<file path="config.mk">
export PLATFORM = sky130hd
export DESIGN_NAME = pif_top
export DESIGN_NICKNAME = d
export VERILOG_FILES = /design/src/rtl/pif_pkg.sv /design/src/rtl/pif_top.sv
export SDC_FILE = /design/constraint.sdc
export NUM_CORES = 1
export LEC_CHECK = 0
export BUFFER_PORTS_ARGS = -buffer_cell sky130_fd_sc_hd__buf_2
export CAP_MARGIN = 0
export CORE_MARGIN = 8
export CORE_UTILIZATION = 55
export DETAILED_ROUTE_END_ITERATION = 12
export MAX_ROUTING_LAYER = met4
export PLACE_DENSITY = 0.87
export SLEW_MARGIN = 30
export SYNTH_ARGS = -nofsm -noshare
export SYNTH_HDL_FRONTEND = slang
export SYNTH_SLANG_ARGS = --single-unit
</file>
<file path="constraint.sdc">
create_clock -name aclk -period 5.6 [get_ports aclk]
set_clock_uncertainty 0.1 [all_clocks]
set_input_delay 0.28 -clock aclk [delete_from_list [all_inputs] [get_ports aclk]]
set_output_delay 0.28 -clock aclk [all_outputs]
set_load 0.02 [all_outputs]
</file>
<file path="src/rtl/pif_pkg.sv">
// Package of constants and types for the peripheral flag block.
// Functional notes
// - Flags set regardless of any enable.
// - Flag register A layout, reset zero.
// - Receive and transmit flags are read-only levels.
// - Parallel port flag sticky until cleared.
// - Conversion flag set on conversion complete.
// - Serial port flag set on port events.
// - Capture/compare flags set, unused in PWM.
// - Period match flag sticky until cleared.
// - Timer one overflow flag sticky.
// - Enable register B layout, reset zero.
// - Flag register B layout, reset zero.
// - EEPROM flag set when write finishes.
// - Collision flag set on bus collision.
// - Reset cause holds two status bits.
// - Power-on reset clears its status bit.
// - Brown-out reset clears its status bit.
// - Brown-out bit undefined when detection off.
// - Enable register A mirrors flag register A.
// - Peripheral enable gates every peripheral request.
// - Global enable gates every request.
package pif_pkg;
   // Register indices; byte address is four times the index.
   localparam logic [7:0] IDX_CTRL    = 8'h0b;
   localparam logic [7:0] IDX_FLAGS_A = 8'h0c;
   localparam logic [7:0] IDX_FLAGS_B = 8'h0d;
   localparam logic [7:0] IDX_EN_A    = 8'h8c;
   localparam logic [7:0] IDX_EN_B    = 8'h8d;
   localparam logic [7:0] IDX_CAUSE   = 8'h8e;
   // Bit positions.
   localparam int FA_PSP  = 7;
   localparam int FA_CONV = 6;
   localparam int FA_RX   = 5;
   localparam int FA_TX   = 4;
   localparam int FA_SSP  = 3;
   localparam int FA_CCP1 = 2;
   localparam int FA_PR   = 1;
   localparam int FA_T1   = 0;
   localparam int FB_EE   = 4;
   localparam int FB_COL  = 3;
   localparam int FB_CCP2 = 0;
   localparam int RC_POR  = 1;
   localparam int RC_BOR  = 0;
   localparam int CT_GIE  = 7;
   localparam int CT_PERIPHERAL_IRQ_ENABLE = 6;
   // Writable masks and reset values.
   localparam logic [7:0] FA_WR_MASK  = 8'hcf;
   localparam logic [7:0] FB_MASK     = 8'h59;
   localparam logic [7:0] CAUSE_MASK  = 8'h03;
   localparam logic [7:0] CTRL_MASK   = 8'hc0;
   localparam logic [7:0] CTRL_RST    = 8'h00;
   localparam logic [7:0] FLAGS_A_RST = 8'h00;
   localparam logic [7:0] FLAGS_B_RST = 8'h00;
   localparam logic [7:0] EN_A_RST    = 8'h00;
   localparam logic [7:0] EN_B_RST    = 8'h00;
   localparam logic [7:0] CAUSE_RST   = 8'h01;
   localparam logic [1:0] RESP_OKAY   = 2'h0;
   localparam logic [1:0] RESP_SLVERR = 2'h2;

   // Event and level inputs from the peripherals.
   typedef struct packed {
      logic psp_access;
      logic conv_done;
      logic rx_full;
      logic tx_empty;
      logic ssp_event;
      logic ccp1_event;
      logic ccp1_pwm;
      logic period_match;
      logic t1_overflow;
      logic ee_done;
      logic collision;
      logic ccp2_event;
      logic ccp2_pwm;
   } pif_events_t;

   // Reset cause sources.
   typedef struct packed {
      logic por_event;
      logic bor_event;
      logic bod_enable;
   } pif_rst_src_t;

   // Whole state of the block.
   typedef struct packed {
      logic        aw_held;
      logic [7:0]  aw_idx;
      logic        w_held;
      logic [7:0]  w_data;
      logic        w_lane;
      logic        awready;
      logic        wready;
      logic        bvalid;
      logic [1:0]  bresp;
      logic        arready;
      logic        rvalid;
      logic [1:0]  rresp;
      logic [31:0] rdata;
      logic [7:0]  ctrl;
      logic [7:0]  fl_a;
      logic [7:0]  en_a;
      logic [7:0]  fl_b;
      logic [7:0]  en_b;
      logic [7:0]  cause;
      logic        irq;
   } pif_state_t;
endpackage

</file>
<file path="src/rtl/pif_top.sv">
// Peripheral flag, enable and reset cause registers behind AXI4-Lite.
`timescale 1ns/1ns
module pif_top (
   input  wire logic                 aclk,
   input  wire logic                 aresetn,
   input  wire logic [9:0]           s_axi_awaddr,
   input  wire logic                 s_axi_awvalid,
   output logic                      s_axi_awready,
   input  wire logic [31:0]          s_axi_wdata,
   input  wire logic [3:0]           s_axi_wstrb,
   input  wire logic                 s_axi_wvalid,
   output logic                      s_axi_wready,
   output logic [1:0]                s_axi_bresp,
   output logic                      s_axi_bvalid,
   input  wire logic                 s_axi_bready,
   input  wire logic [9:0]           s_axi_araddr,
   input  wire logic                 s_axi_arvalid,
   output logic                      s_axi_arready,
   output logic [31:0]               s_axi_rdata,
   output logic [1:0]                s_axi_rresp,
   output logic                      s_axi_rvalid,
   input  wire logic                 s_axi_rready,
   input  wire pif_pkg::pif_events_t ev,
   input  wire pif_pkg::pif_rst_src_t rst_src,
   output logic                      irq_out
);
   import pif_pkg::*;

   pif_state_t s_reg;
   pif_state_t s_next;
   logic       do_wr;
   logic       wr_hit;
   logic [7:0] set_a;
   logic [7:0] set_b;
   logic [7:0] rd_val;
   logic       rd_hit;

   // Read multiplexer on the address being accepted.
   always_comb begin
      rd_val = 8'h00;
      rd_hit = 1'b1;
      if (s_axi_araddr[9:2] == IDX_CTRL) begin
         rd_val = s_reg.ctrl;
      end else if (s_axi_araddr[9:2] == IDX_FLAGS_A) begin
         rd_val = s_reg.fl_a;
      end else if (s_axi_araddr[9:2] == IDX_FLAGS_B) begin
         rd_val = s_reg.fl_b & FB_MASK;
      end else if (s_axi_araddr[9:2] == IDX_EN_A) begin
         rd_val = s_reg.en_a;
      end else if (s_axi_araddr[9:2] == IDX_EN_B) begin
         rd_val = s_reg.en_b & FB_MASK;
      end else if (s_axi_araddr[9:2] == IDX_CAUSE) begin
         rd_val = s_reg.cause & CAUSE_MASK;
      end else begin
         rd_hit = 1'b0;
      end
   end

   // Hardware events, gated only by the capture mode where needed.
   assign set_a = {ev.psp_access,
                   ev.conv_done,
                   2'b00,
                   ev.ssp_event,
                   ev.ccp1_event & ~ev.ccp1_pwm,
                   ev.period_match,
                   ev.t1_overflow};
   assign set_b = {3'b000,
                   ev.ee_done,
                   ev.collision,
                   2'b00,
                   ev.ccp2_event & ~ev.ccp2_pwm};

   // A write is carried out once address and data are both held.
   assign do_wr = s_reg.aw_held & s_reg.w_held & ~s_reg.bvalid;

   // Next state: bus handshakes, register writes, then hardware events.
   always_comb begin
      s_next = s_reg;
      wr_hit = 1'b1;
      if (s_axi_awvalid && s_reg.awready) begin
         s_next.aw_held = 1'b1;
         s_next.aw_idx  = s_axi_awaddr[9:2];
      end
      if (s_axi_wvalid && s_reg.wready) begin
         s_next.w_held = 1'b1;
         s_next.w_data = s_axi_wdata[7:0];
         s_next.w_lane = s_axi_wstrb[0];
      end
      if (s_reg.bvalid && s_axi_bready) begin
         s_next.bvalid = 1'b0;
      end
      if (do_wr) begin
         if (s_reg.aw_idx == IDX_CTRL) begin
            if (s_reg.w_lane) begin
               s_next.ctrl = s_reg.w_data & CTRL_MASK;
            end
         end else if (s_reg.aw_idx == IDX_FLAGS_A) begin
            if (s_reg.w_lane) begin
               s_next.fl_a = (s_reg.w_data & FA_WR_MASK) | (s_reg.fl_a & ~FA_WR_MASK);
            end
         end else if (s_reg.aw_idx == IDX_FLAGS_B) begin
            if (s_reg.w_lane) begin
               s_next.fl_b = s_reg.w_data & FB_MASK;
            end
         end else if (s_reg.aw_idx == IDX_EN_A) begin
            if (s_reg.w_lane) begin
               s_next.en_a = s_reg.w_data;
            end
         end else if (s_reg.aw_idx == IDX_EN_B) begin
            if (s_reg.w_lane) begin
               s_next.en_b = s_reg.w_data & FB_MASK;
            end
         end else if (s_reg.aw_idx == IDX_CAUSE) begin
            if (s_reg.w_lane) begin
               s_next.cause = s_reg.w_data & CAUSE_MASK;
            end
         end else begin
            wr_hit = 1'b0;
         end
         s_next.aw_held = 1'b0;
         s_next.w_held  = 1'b0;
         s_next.bvalid  = 1'b1;
         s_next.bresp   = wr_hit ? RESP_OKAY : RESP_SLVERR;
      end
      // Events are ORed in after the software write.
      s_next.fl_a = s_next.fl_a | set_a;
      s_next.fl_b = s_next.fl_b | set_b;
      // Buffer state flags follow the transceiver levels.
      s_next.fl_a[FA_RX] = ev.rx_full;
      s_next.fl_a[FA_TX] = ev.tx_empty;
      // Reset causes override software; brown-out ignored when off.
      if (rst_src.por_event) begin
         s_next.cause[RC_POR] = 1'b0;
      end
      if (rst_src.bor_event && rst_src.bod_enable) begin
         s_next.cause[RC_BOR] = 1'b0;
      end
      // Read channel.
      if (s_reg.rvalid && s_axi_rready) begin
         s_next.rvalid = 1'b0;
      end
      if (s_axi_arvalid && s_reg.arready) begin
         s_next.rvalid = 1'b1;
         s_next.rdata  = {24'h00_0000, rd_val};
         s_next.rresp  = rd_hit ? RESP_OKAY : RESP_SLVERR;
      end
      s_next.arready = ~s_next.rvalid;
      s_next.awready = ~s_next.aw_held & ~s_next.bvalid;
      s_next.wready  = ~s_next.w_held & ~s_next.bvalid;
      // Request: enabled flags, gated by peripheral then global enable.
      s_next.irq = s_next.ctrl[CT_GIE] & s_next.ctrl[CT_PERIPHERAL_IRQ_ENABLE] &
                   ((|(s_next.fl_a & s_next.en_a)) | (|(s_next.fl_b & s_next.en_b)));
   end

   // State register with synchronous reset.
   always_ff @(posedge aclk) begin
      if (!aresetn) begin
         s_reg       <= '0;
         s_reg.ctrl  <= CTRL_RST;
         s_reg.fl_a  <= FLAGS_A_RST;
         s_reg.fl_b  <= FLAGS_B_RST;
         s_reg.en_a  <= EN_A_RST;
         s_reg.en_b  <= EN_B_RST;
         s_reg.cause <= CAUSE_RST;
      end else begin
         s_reg <= s_next;
      end
   end

   // Outputs straight from the state register.
   assign s_axi_awready = s_reg.awready;
   assign s_axi_wready  = s_reg.wready;
   assign s_axi_bvalid  = s_reg.bvalid;
   assign s_axi_bresp   = s_reg.bresp;
   assign s_axi_arready = s_reg.arready;
   assign s_axi_rvalid  = s_reg.rvalid;
   assign s_axi_rresp   = s_reg.rresp;
   assign s_axi_rdata   = s_reg.rdata;
   assign irq_out       = s_reg.irq;
endmodule // pif_top

</file>
---- Word-level counts from Yosys, hierarchy flattened ----
Index checks and enable logic that the tools add are counted.
W data, S select, Z words.
storage, ports and cells
  register bits ........................... 73
  output and inout bits ................... 42
  input bits .............................. 79
cells by class
  bitwise logic cells ..................... 27
  equal/unequal tests ..................... 17
  reductions and logical operators ........ 14
  multiplexer cells ....................... 49
operators with widths
  operator              count
  $mux W8               15
  $eq A8 B4 Y1 const B  6
  $eq A8 B8 Y1 const B  6
  $mux W48              1
  $mux W40              1
  $mux W35              1
  $mux W16              2
  $mux W32              1
  $mux W1               18
  $and A8 B8 Y8         2
  $reduce_and A8 Y1     2
  $reduce_or A8 Y1      2
  $not A1 Y1            13
  $mux W2               6
  $mux W10              1
  $ne A2 B1 Y1 const B  5
  $mux W9               1
  $and A1 B1 Y1         8
  $or A8 B5 Y8          1
  $or A8 B6 Y8          1
  $or A8 B8 Y8          1
  $mux W7               1
  $logic_and A1 B1 Y1   6
  $reduce_bool A2 Y1    3
  other kinds (3)       3

---- Logic depth before layout (Yosys ltp) ----
Gate-level depths: netlist (run 1).
  word-level depth ........................ 13
  depth in mapped cells ................... 8

---- Least setup slack after synthesis (run 1) ----
No wires, ideal clock.
  path type ............................... register to register
  start ................................... register s_reg[104] (netlist name)
  end ..................................... register s_reg (netlist bit irq_out)
  path slack .............................. 3274 ps
  stages on the path, launching flop included .. 8
  library setup time ...................... 116 ps
  required time ........................... 5384 ps
  arrival time ............................ 2110 ps
  cell sequence ........................... dfxtp_1 or4b_4 buf_6 nor3_4 mux2_2 o211ai_1 nand4_1 o211a_1
on the way
  longest elaborated chain between the ends .. 11
  elaborated cells on any way between the ends .. 25
  classes of those cells .................. eq/ne (5); mux (11); bitwise (7); reduce/logical (2)
ends and longest elaborated chain
  item                    RTL line        RTL
  start, declared         pif_top.sv:29   pif_state_t s_reg;
  start signal, assigned  pif_top.sv:166  s_reg <= s_next;
  $eq A8 B8 Y1            pif_top.sv:109  end else if (s_reg.aw_idx == IDX_EN_B) begin
  $mux W8                 pif_top.sv:109
  $mux W16                pif_top.sv:105  end else if (s_reg.aw_idx == IDX_EN_A) begin
  $mux W16                pif_top.sv:101  end else if (s_reg.aw_idx == IDX_FLAGS_B) begin
  $mux W32                pif_top.sv:97   end else if (s_reg.aw_idx == IDX_FLAGS_A) begin
  $mux W40                pif_top.sv:93   if (s_reg.aw_idx == IDX_CTRL) begin
  $mux W48 (*)            pif_top.sv:92   if (do_wr) begin
  $and A8 B8 Y8           pif_top.sv:152  ((|(s_next.fl_a & s_next.en_a)) | (|(s_next.fl_b & s_next.en_b)));
  $reduce_or A8 Y1        pif_top.sv:152
  $or A1 B1 Y1            pif_top.sv:152
  $and A1 B1 Y1 (*)       pif_top.sv:151  s_next.irq = s_next.ctrl[CT_GIE] & s_next.ctrl[CT_PERIPHERAL_IRQ_ENABLE] &
Mark *: on every way between the ends. The rest lies on a longest branch, timed or not. The select of a mux whose other input is x is not followed.
A chain may end at the register's enable or synchronous reset.

---- Final worst setup path (run 1) ----
  start ................................... register s_reg[107] (netlist name)
  end ..................................... register s_reg (netlist bit irq_out)
The elaborated chain is that of the path after synthesis.

==> metrics, run 1 <==
status=finished clean; Async SR Flop Fraction=0%; hold path depth=2; largest net degree at the start of global routing=71; drt total wl=8660 um; metal2 WL=4130 um; Finished Layout Cells=535; clock tree buffer depth=2; first-pass GRT wire length=14,500 um; register area share after synthesis=38.4%; period utilization=46.8%; GP Congestion=0.924; Seq cells post-synth=71; Total GRT Usage=19.2%; Synth-to-Final Area Change=8.75%; Worst Tran Pin Value=0.688 ns; M1 WL=3720 um; remaining global-route overflow=0; Net Sw Power=0.274 mW; syn_area_per_cell=9.10 um^2; Tot Pwr=1.01 mW; Ant. Diodes=0; Vias=3,039; Synth Warn #=0; Initial Util=55.8%; final worst slack=2.98 ns; Critical Path Sink Type=flip-flop; reg-to-reg critical path startpoint=s_reg[107]; post-CTS resize count=0; hold path startpoint=ev[10]; DRT antenna net count=0; arrival time worst endpoint=2.76 ns; Fmax=0.382 GHz; Slew Limit Fails=0; row count=30; final hold slack=0.0556 ns; final setup fails=0; worst hold-check path type=in -> reg; WS Path Type=reg -> reg; clock tree root driver cell=clkbuf_8; max-cap viol count=0; P_int=0.739 mW; die height=98.1 um; final setup TNS=0 ns; Reg2Reg Depth=6; I/O Buffers=63; drt pass-1 iters=4; pwr/cell area=251 nW/um^2; Core Util, Final=60.6%; layout cells sized above 1=24.6%; count of flip-flops with a built-in enable after synthesis=0; layout net count=530; Post-synth top flop=dfxtp_1; metal3 WL=713 um; Mapped Area=3700 um^2; Post-Syn Instances=407; CTS Buf Count=9; CTS tree=yes; worst reg2reg path endpoint=irq_out; critical path required time=5.74 ns; clock power share=34.7%; drt wl/cell=16.2 um; DP Area=3850 um^2; RSZ-0062 raised after global routing=false; DP HPWL=6460 um; reg2reg setup slack=2.98 ns; die width=98.1 um; Largest register FFs=55; fillcell total=598; Fin. Hold Viols=0; worst min-delay path endpoint=s_reg[38]; crit path max fanout=12; htree depth=3; Max Used Layer=met4; core area=6640 um^2; fin area=4030 um^2; VDD IR max=0.000186 V; Sink Count=71; via density per instance=5.68; Worst-Skew Late Latency=0.35 ns; sequential share of power=53.8%; IO Pins=121; initial antenna violation count=0; Slew headroom=53.8%; switching share of power=27.1%; die area=9620 um^2; Leak Pwr=1.76 nW; DRC=0; Reg clk slew, reported paths=0.07 ns; crit start category=flip-flop; DRT iter0 DRCs=209; Yosys cell types=63; Final min period=2.62 ns; vias in the first global route=3,089; Comb pwr share=11.4%; dpl ws=3.03 ns; Cells after DPL=519
==> power by group through the flow <==
| stage | clock network [mW] | logic, mW | registers (mW) |
|---|---|---|---|
| floorplan | 0 | 0.100 | 0.549 |
| global placement | 0 | 0.111 | 0.555 |
| detailed placement | 0 | 0.114 | 0.556 |
| global route | 0.380 | 0.129 | 0.548 |
| finish | 0.352 | 0.116 | 0.545 |
| CTS | 0.361 | 0.116 | 0.545 |
==> cells by family after synthesis <==
logic type	Yosys count	share of synthesized area [%]
AOI/OAI and AO/OA	89	17.7
buffers and inverters	63	10.5
DFF	71	38.4
muxes	36	10.7
other	1	0.101
and+or+nand+nor	147	22.7
==> synthesized netlist by cell type, drive strengths merged, types with 2 or more instances <==
cell type  count  area share [%]
a21boi        23             4.7
a21oi          8             1.1
a221oi         4            0.95
a22o           3            0.71
a22oi          2            0.41
a2bb2oi        2            0.47
a31oi          3            0.51
and2          10             1.7
and3          11             1.9
buf           39             8.0
clkbuf        17             1.7
dfxtp         71              38
inv            7            0.71
mux2          18             5.5
mux2i         17             4.6
nand2         43             4.4
nand2b         3            0.51
nand3         15             2.2
nand3b         2            0.41
nand4          3            0.51
nand4b         2            0.64
nor2          17             1.7
nor2b         15             2.5
nor3           8             1.7
nor3b          4            0.95
nor4           4            0.68
nor4b          3             1.1
o211a          2            0.54
o21a           9             1.8
o21ai         15             2.0
o21ba          3            0.81
o221ai         3            0.71
o311ai         2            0.47
==> how the worst max path moves through the flow <==
stage                    to  slack (ns)  cells after the start       start
finish              irq_out        2.98                      6  s_reg[107]
global route        irq_out        2.84                      6  s_reg[107]
global placement    irq_out        3.04                      6  s_reg[104]
floorplan           irq_out        3.27                      7  s_reg[104]
detailed placement  irq_out        3.03                      6  s_reg[107]
CTS                 irq_out        3.01                      6  s_reg[107]
==> area by class of cell <==
cell class	instances	area, um^2	share of cell area (%)
Clock buffer	11	141	3.51
Inverter	7	26.3	0.652
Sequential cell	71	1420	35.3
Tap cell	80	100	2.48
Timing Repair Buffer	64	328	8.14
Clock inverter	4	22.5	0.559
Multi-Input combinational cell	298	1990	49.4
==> metal layers <==
metal | up-vias | GRT usage, %
li1 | 1482 | -
met1 | 1427 | 21.2
met2 | 117 | 31.0
met3 | 13 | 7.25
met4 | 0 | 6.47
met5 | - | -
==> critical path: stages (launching register included) <==
cell       delay, ns
dfxtp_1         0.59
and4bb_1        0.30
nand3_2         0.28
mux2_2          0.39
a2111oi_2       0.46
nand4_1         0.15
o211a_1         0.24
==> placed cells by master (no fill, tap or decap), drive strengths merged, types with 2 or more instances in the layout <==
cell type  netlist  final
dfxtp           71     71
buf             39     63
nand2           43     43
conb             1     26
a21boi          23     23
mux2            18     18
nor2            17     17
mux2i           17     17
nor2b           15     15
o21ai           15     15
nand3           15     15
and3            11     11
clkbuf          17     11
and2            10     10
o21a             9      9
a21oi            8      8
nor3             8      8
inv              7      7
nor4             4      4
a221oi           4      4
nor3b            4      4
a31oi            3      3
a22o             3      3
nand4            3      3
o21ba            3      3
o221ai           3      3
nand2b           3      3
clkinv           0      3
nor4b            3      3
nand3b           2      2
o311ai           2      2
a2bb2oi          2      2
a22oi            2      2
o211a            2      2
nand4b           2      2
==> what timing repair did <==
action	CTS	global route
buffers inserted	0	0
hold buffers	1	0
endpoints found under the hold margin	1	0
No activity file was read; power rests on OpenSTA's default activity.
==> run 2, diff against run 1 <==
- CORE_UTILIZATION: 55 -> 46
- PLACE_DENSITY: 0.87 -> 0.77
- clock period: 5.6 -> 2.4 ns (I/O delays scaled with it)
==> run 2 against run 1 <==
Net effect: cell count grew 13%; final area grew 14%; critical path depth is the same; via count grew 6.8%; first-iteration DRC count shrank 7.7%; sequential share of layout area shrank 4.2 points; largest cell class unchanged.
==> metrics, run 2 (synthesized netlist as in run 1, its figures left out) <==
Total GRT Usage=17.5% (-1.7 points); vias in the first global route=3,242 (+5.0%); final setup TNS=0 ns (unchanged); arrival time worst endpoint=2.50 ns (-0.26 ns); Largest register FFs=55 (unchanged); DRT antenna net count=0 (unchanged); Cells after DPL=554 (+6.7%); I/O Buffers=63 (unchanged); htree depth=3 (unchanged); M3 GR Usage=4.63% (-2.6 points); first-pass GRT wire length=15,700 um (+8.3%); IO Pins=121 (unchanged); worst hold-check path type=in -> reg; drt total wl=9780 um (+13%); crit path max fanout=6 (-6); CTS Buf Count=9 (unchanged); pwr/cell area=602 nW/um^2 (+140%); Synth-to-Final Area Change=23.6%; Sink Count=71 (unchanged); max incr delay on CP=0.63 ns (+0.04 ns); row count=32 (+6.7%); Levels on crit path=6 (unchanged); DRC=0 (unchanged); die area=11,200 um^2 (+16%); Finished Layout Cells=603 (+13%); GRT busiest layer=met2; Leak Pwr=2.00 nW (+13%); worst reg2reg path endpoint=irq_out; status=finished clean; Final min period=2.36 ns (-0.263 ns); die width=106 um (+7.8%); largest net degree at the start of global routing=47 (-34%); drt pass-1 iters=5 (+1); critical path required time=2.55 ns (-3.19 ns); Reg clk slew, reported paths=0.08 ns (about the same); Slew Limit Fails=0 (unchanged); worst path cell trace=or4b_4 -> nor3_4 -> mux2_2 -> o211ai_1 -> nand4_1 -> o211a_1; Slew headroom=55.8% (+2.1 points); WS Path Type=reg -> reg; core area=7770 um^2 (+17%); via density per instance=5.38 (-5.2%); met2 Use GR=28.9% (-2.1 points); Fmax=0.424 GHz (+11%); CP max-delay cell=or4b_4; remaining global-route overflow=0 (unchanged); CP endpoint=irq_out; final setup fails=0 (unchanged); DRT iter0 DRCs=193 (-7.7%); Buf/Inv on CP=0 (unchanged); Fin. Hold Viols=0 (unchanged); Worst Setup SP=s_reg[106]; crit start category=flip-flop; VDD IR max=0.000400 V (+110%); period utilization=98.2% (+51 points); Critical Path Sink Type=flip-flop; reg2reg setup slack=0.04 ns (-2.94 ns); most common cell after layout, fill and taps aside=dfxtp_1; dpl ws=0.0304 ns (-3.00 ns); clock tree buffer depth=2 (unchanged); Ant. Diodes=0 (unchanged); clock tree root driver cell=clkbuf_8; GP Congestion=0.903 (-2.2%); layout net count=575 (+8.5%); drt wl/cell=16.2 um (+0.19%); Top delay family on crit path=simple AND/OR/NAND/NOR gates; final worst slack=0.0441 ns (-2.94 ns); commonest cells after routing, fill and taps aside=dfxtp_1 (70), buf_2 (63), nand2_1 (42), dlygate4sd3_1 (31), conb_1 (26); Initial Util=47.7% (-8.1 points); met1 usage=20.2% (-1.0 points); Worst-Skew Late Latency=0.35 ns (about the same); DP HPWL=7040 um (+9.0%); Worst Tran Pin Value=0.662 ns (-0.0261 ns); CTS tree=yes; max-cap viol count=0 (unchanged); initial antenna violation count=0 (unchanged); reg-to-reg critical path startpoint=s_reg[106]; layout cells sized above 1=26.7% (+2.1 points); Reg2Reg Depth=6 (unchanged); Vias=3,246 (+6.8%); die height=106 um (+7.8%)
[run 2: cell types whose count changed in the layout (fill, tap and decap cells not counted), sizes merged]
cell,previous run,this run
buf,63,77
dlygate4sd3,1,31
clkbuf,11,9
or4b,1,2
clkinv,3,1
bufinv,0,3
clkinvlp,1,3
[run 2: worst min-delay path by stage]
| stage | start | depth (start not counted) | end | slack, ns |
|---|---|---|---|---|
| floorplan | rst_src[2] | 1 | s_reg[2] | 0.1 |
| detailed placement | rst_src[2] | 2 | s_reg[2] | 0.21 |
| global placement | rst_src[2] | 2 | s_reg[2] | 0.20 |
| global route | ev[6] | 3 | s_reg[35] | 0.04 |
| CTS | ev[6] | 3 | s_reg[35] | 0.002 |
| finish | ev[6] | 3 | s_reg[35] | 0.009 |
[run 2: repair_timing]
| item | 4_1_cts | 5_1_grt |
|---|---|---|
| hold buffers | 31 | 0 |
| buffers inserted | 0 | 1 |
| hold endpoints to repair | 30 | 0 |
| setup endpoints to repair | 0 | 1 |
| resized for setup | 0 | 6 |
[run 2: cell type report]
class	instances	area, um^2
Sequential cell	71	1420
Multi-Input combinational cell	299	2030
Timing Repair Buffer	108	731
Tap cell	102	128
Clock inverter	7	121
Fill cell	687	3190
Inverter	7	26.3
Clock buffer	9	124
[run 2: worst register-to-register path, stage by stage, from the launching register on]
cell	delay [ns]
dfxtp_1	0.34
or4b_4	0.63
nor3_4	0.21
mux2_2	0.36
o211ai_1	0.25
nand4_1	0.12
o211a_1	0.24
[run 2: power by group]
part	switching [mW]	internal, mW
clock network	0.469	0.691
registers	0.0499	1.22
logic	0.178	0.151
[run 2: stage by stage]
stage / util [%] / cell area, um^2 / hold WS, ns / total power, mW
final: 59.0 / 4580 / 0.00935 / 2.76
after global routing: 59.0 / 4580 / 0.0416 / 2.86
after CTS: 58.4 / 4530 / 0.00247 / 2.76
after detailed placement: 51.2 / 3980 / 0.206 / 1.58
after global placement: 51.2 / 3980 / 0.203 / 1.56
after floorplan: - / 3800 / 0.0961 / 1.52
[run 2: metal layers]
| layer | share of wire, % | vias to the layer above |
|---|---|---|
| li1 | - | 1584 |
| met1 | 43 | 1517 |
| met2 | 48 | 131 |
| met3 | 7.7 | 14 |
| met4 | 1.5 | 0 |
| met5 | 0 | - |
==> run 3, diff against run 2 <==
- CORE_UTILIZATION: 46 -> 38
- PLACE_DENSITY: 0.77 -> 0.65
==> run 3 against run 2 <==
Net effect: fmax increased by 0.98%; sequential share of layout area about the same; first-iteration DRC count decreased by 21%; register-to-register slack improved by 0.02 ns; critical path depth increased by 1; non-clock buffer count increased by 2; count of clock-buffer cells in the layout increased by 2; combinational power about the same; sequential power about the same; critical endpoint unchanged; largest cell class unchanged.
==> metrics, run 3 (synthesized netlist as in run 1, its figures left out) <==
status=finished clean; drt pass-1 iters=4 (-1); metal3 WL=771 um (+2.1%); metal2 WL=4390 um (-6.2%); P_int=1.77 mW (-14%); WS Path Type=reg -> reg; largest net degree at the start of global routing=43 (-8.5%); DRT antenna net count=0 (unchanged); Vias=3,171 (-2.3%); Reg2Reg Depth=7 (+1); Total GRT Usage=15.0% (-2.6 points); Comb pwr share=13.4% (+1.5 points); DP HPWL=7050 um (about the same); layout cells sized above 1=26.8% (+0.092 points); DRT iter0 DRCs=153 (-21%); Slew Limit Fails=0 (unchanged); dpl ws=0.0346 ns (+0.00422 ns); die height=115 um (+8.5%); vias in the first global route=3,220 (-0.68%); critical path required time=2.54 ns (about the same); die width=115 um (+8.5%); crit start category=flip-flop; DRC=0 (unchanged); Synth-to-Final Area Change=23.6% (about the same); die area=13,200 um^2 (+18%); first-pass GRT wire length=15,300 um (-3.1%); GP Congestion=0.821 (-9.1%); remaining global-route overflow=0 (unchanged); Max Used Layer=met4; arrival time worst endpoint=2.48 ns (-0.02 ns); clock tree root driver cell=clkbuf_8; drt wl/cell=15.1 um (-7.0%); VDD IR max=0.000316 V (-21%); hold path depth=3 (unchanged); Tot Pwr=2.44 mW (-11%); final worst slack=0.0670 ns (+0.0230 ns); RSZ-0062 raised after global routing=true; initial antenna violation count=0 (unchanged); I/O Buffers=63 (unchanged); row count=36 (+13%); via density per instance=4.99 (-7.4%); htree depth=3 (unchanged); Largest register FFs=55 (unchanged); Leak Pwr=1.99 nW (-0.54%); clock power share=34.6% (-7.4 points); CTS tree=yes; CTS Buf Count=9 (unchanged); final setup fails=0 (unchanged); IO Pins=121 (unchanged); core area=9640 um^2 (+24%); Sink Count=71 (unchanged); Net Sw Power=0.668 mW (-4.1%); Worst Tran Pin Value=0.654 ns (-0.00809 ns); Critical Path Sink Type=flip-flop; M1 WL=4240 um (+0.83%); worst hold-check path type=in -> reg; layout net count=577 (+0.35%); period utilization=97.2% (-0.96 points); clock tree buffer depth=2 (unchanged); Reg clk slew, reported paths=0.07 ns (about the same); crit path max fanout=5 (-1); sequential share of power=52.0% (+5.9 points); Slew headroom=56.4% (+0.54 points); switching share of power=27.3% (+2.1 points); Ant. Diodes=0 (unchanged); Setup Buffers After CTS=0 (unchanged); max-cap viol count=0 (unchanged); commonest cells after routing, fill and taps aside=dfxtp_1 (71), buf_2 (63), nand2_1 (42), dlygate4sd3_1 (31), conb_1 (26); most common cell after layout, fill and taps aside=dfxtp_1; Fin. Hold Viols=0 (unchanged); Worst-Skew Late Latency=0.35 ns (about the same); Initial Util=38.4% (-9.3 points); drt total wl=9600 um (-1.9%); Fmax=0.429 GHz (+0.98%); Final min period=2.33 ns (-0.0230 ns); pwr/cell area=533 nW/um^2 (-12%)
-- run 3: worst paths after layout --
| kind | from | end | slack, ns |
|---|---|---|---|
| hold reg to reg | s_axi_rdata[5] | s_axi_rdata[5] | 0.37 |
| setup / recovery | s_reg[106] | irq_out | 0.07 |
| setup reg to reg | s_reg[106] | irq_out | 0.07 |
| hold / removal | ev[6] | s_reg[35] | 0.02 |
-- run 3: worst max-delay path, stage by stage (launching register included) --
cell      delay (ns)
dfxtp_1         0.34
or4b_4          0.62
buf_4           0.20
nor4_2          0.29
o21ba_2         0.20
o221ai_1        0.15
nand4_1         0.12
o211a_1         0.22
-- run 3: area by class of cell --
cell class | count | area [um^2]
clock buffers | 11 | 141
repair buffers | 110 | 746
multi-input cells | 299 | 2050
clock inverters | 5 | 32.5
flip-flops and latches | 71 | 1420
well taps | 133 | 166
inverters | 7 | 26.3
fillers | 984 | 5060
-- run 3: power groups by stage --
stage               Combinational [mW]  Sequential (mW)  Clock, mW
floorplan                        0.234             1.28          0
global placement                 0.277             1.29          0
detailed placement               0.283             1.29          0
CTS                              0.322             1.27      0.876
global route                     0.360             1.28      0.927
finish                           0.327             1.27      0.845
-- run 3: stage by stage --
stage	util, %	hold slack [ns]	TNS, ns	instance area, um^2	std cells
4_1_cts	46.9	0.00896	0	4520	635
2_1_floorplan	-	0.0961	0	3800	432
5_1_grt	47.5	0.0248	-0.0670	4580	636
3_5_place_dp	41.9	0.201	0	4040	588
6_report	47.5	0.0212	0	4580	636
3_3_place_gp	41.9	0.204	0	4040	588
-- run 3: repair_timing --
item	CTS	global route
hold buffers	31	0
resized for setup	0	7
hold endpoints to repair	31	0
endpoints found under the setup margin	0	2
-- run 3: layer usage --
metal	vias to the layer above	global-route usage (%)
met1	1463	17.3
li1	1585	-
met2	102	24.1
met3	21	4.52
met4	0	5.43
met5	-	-
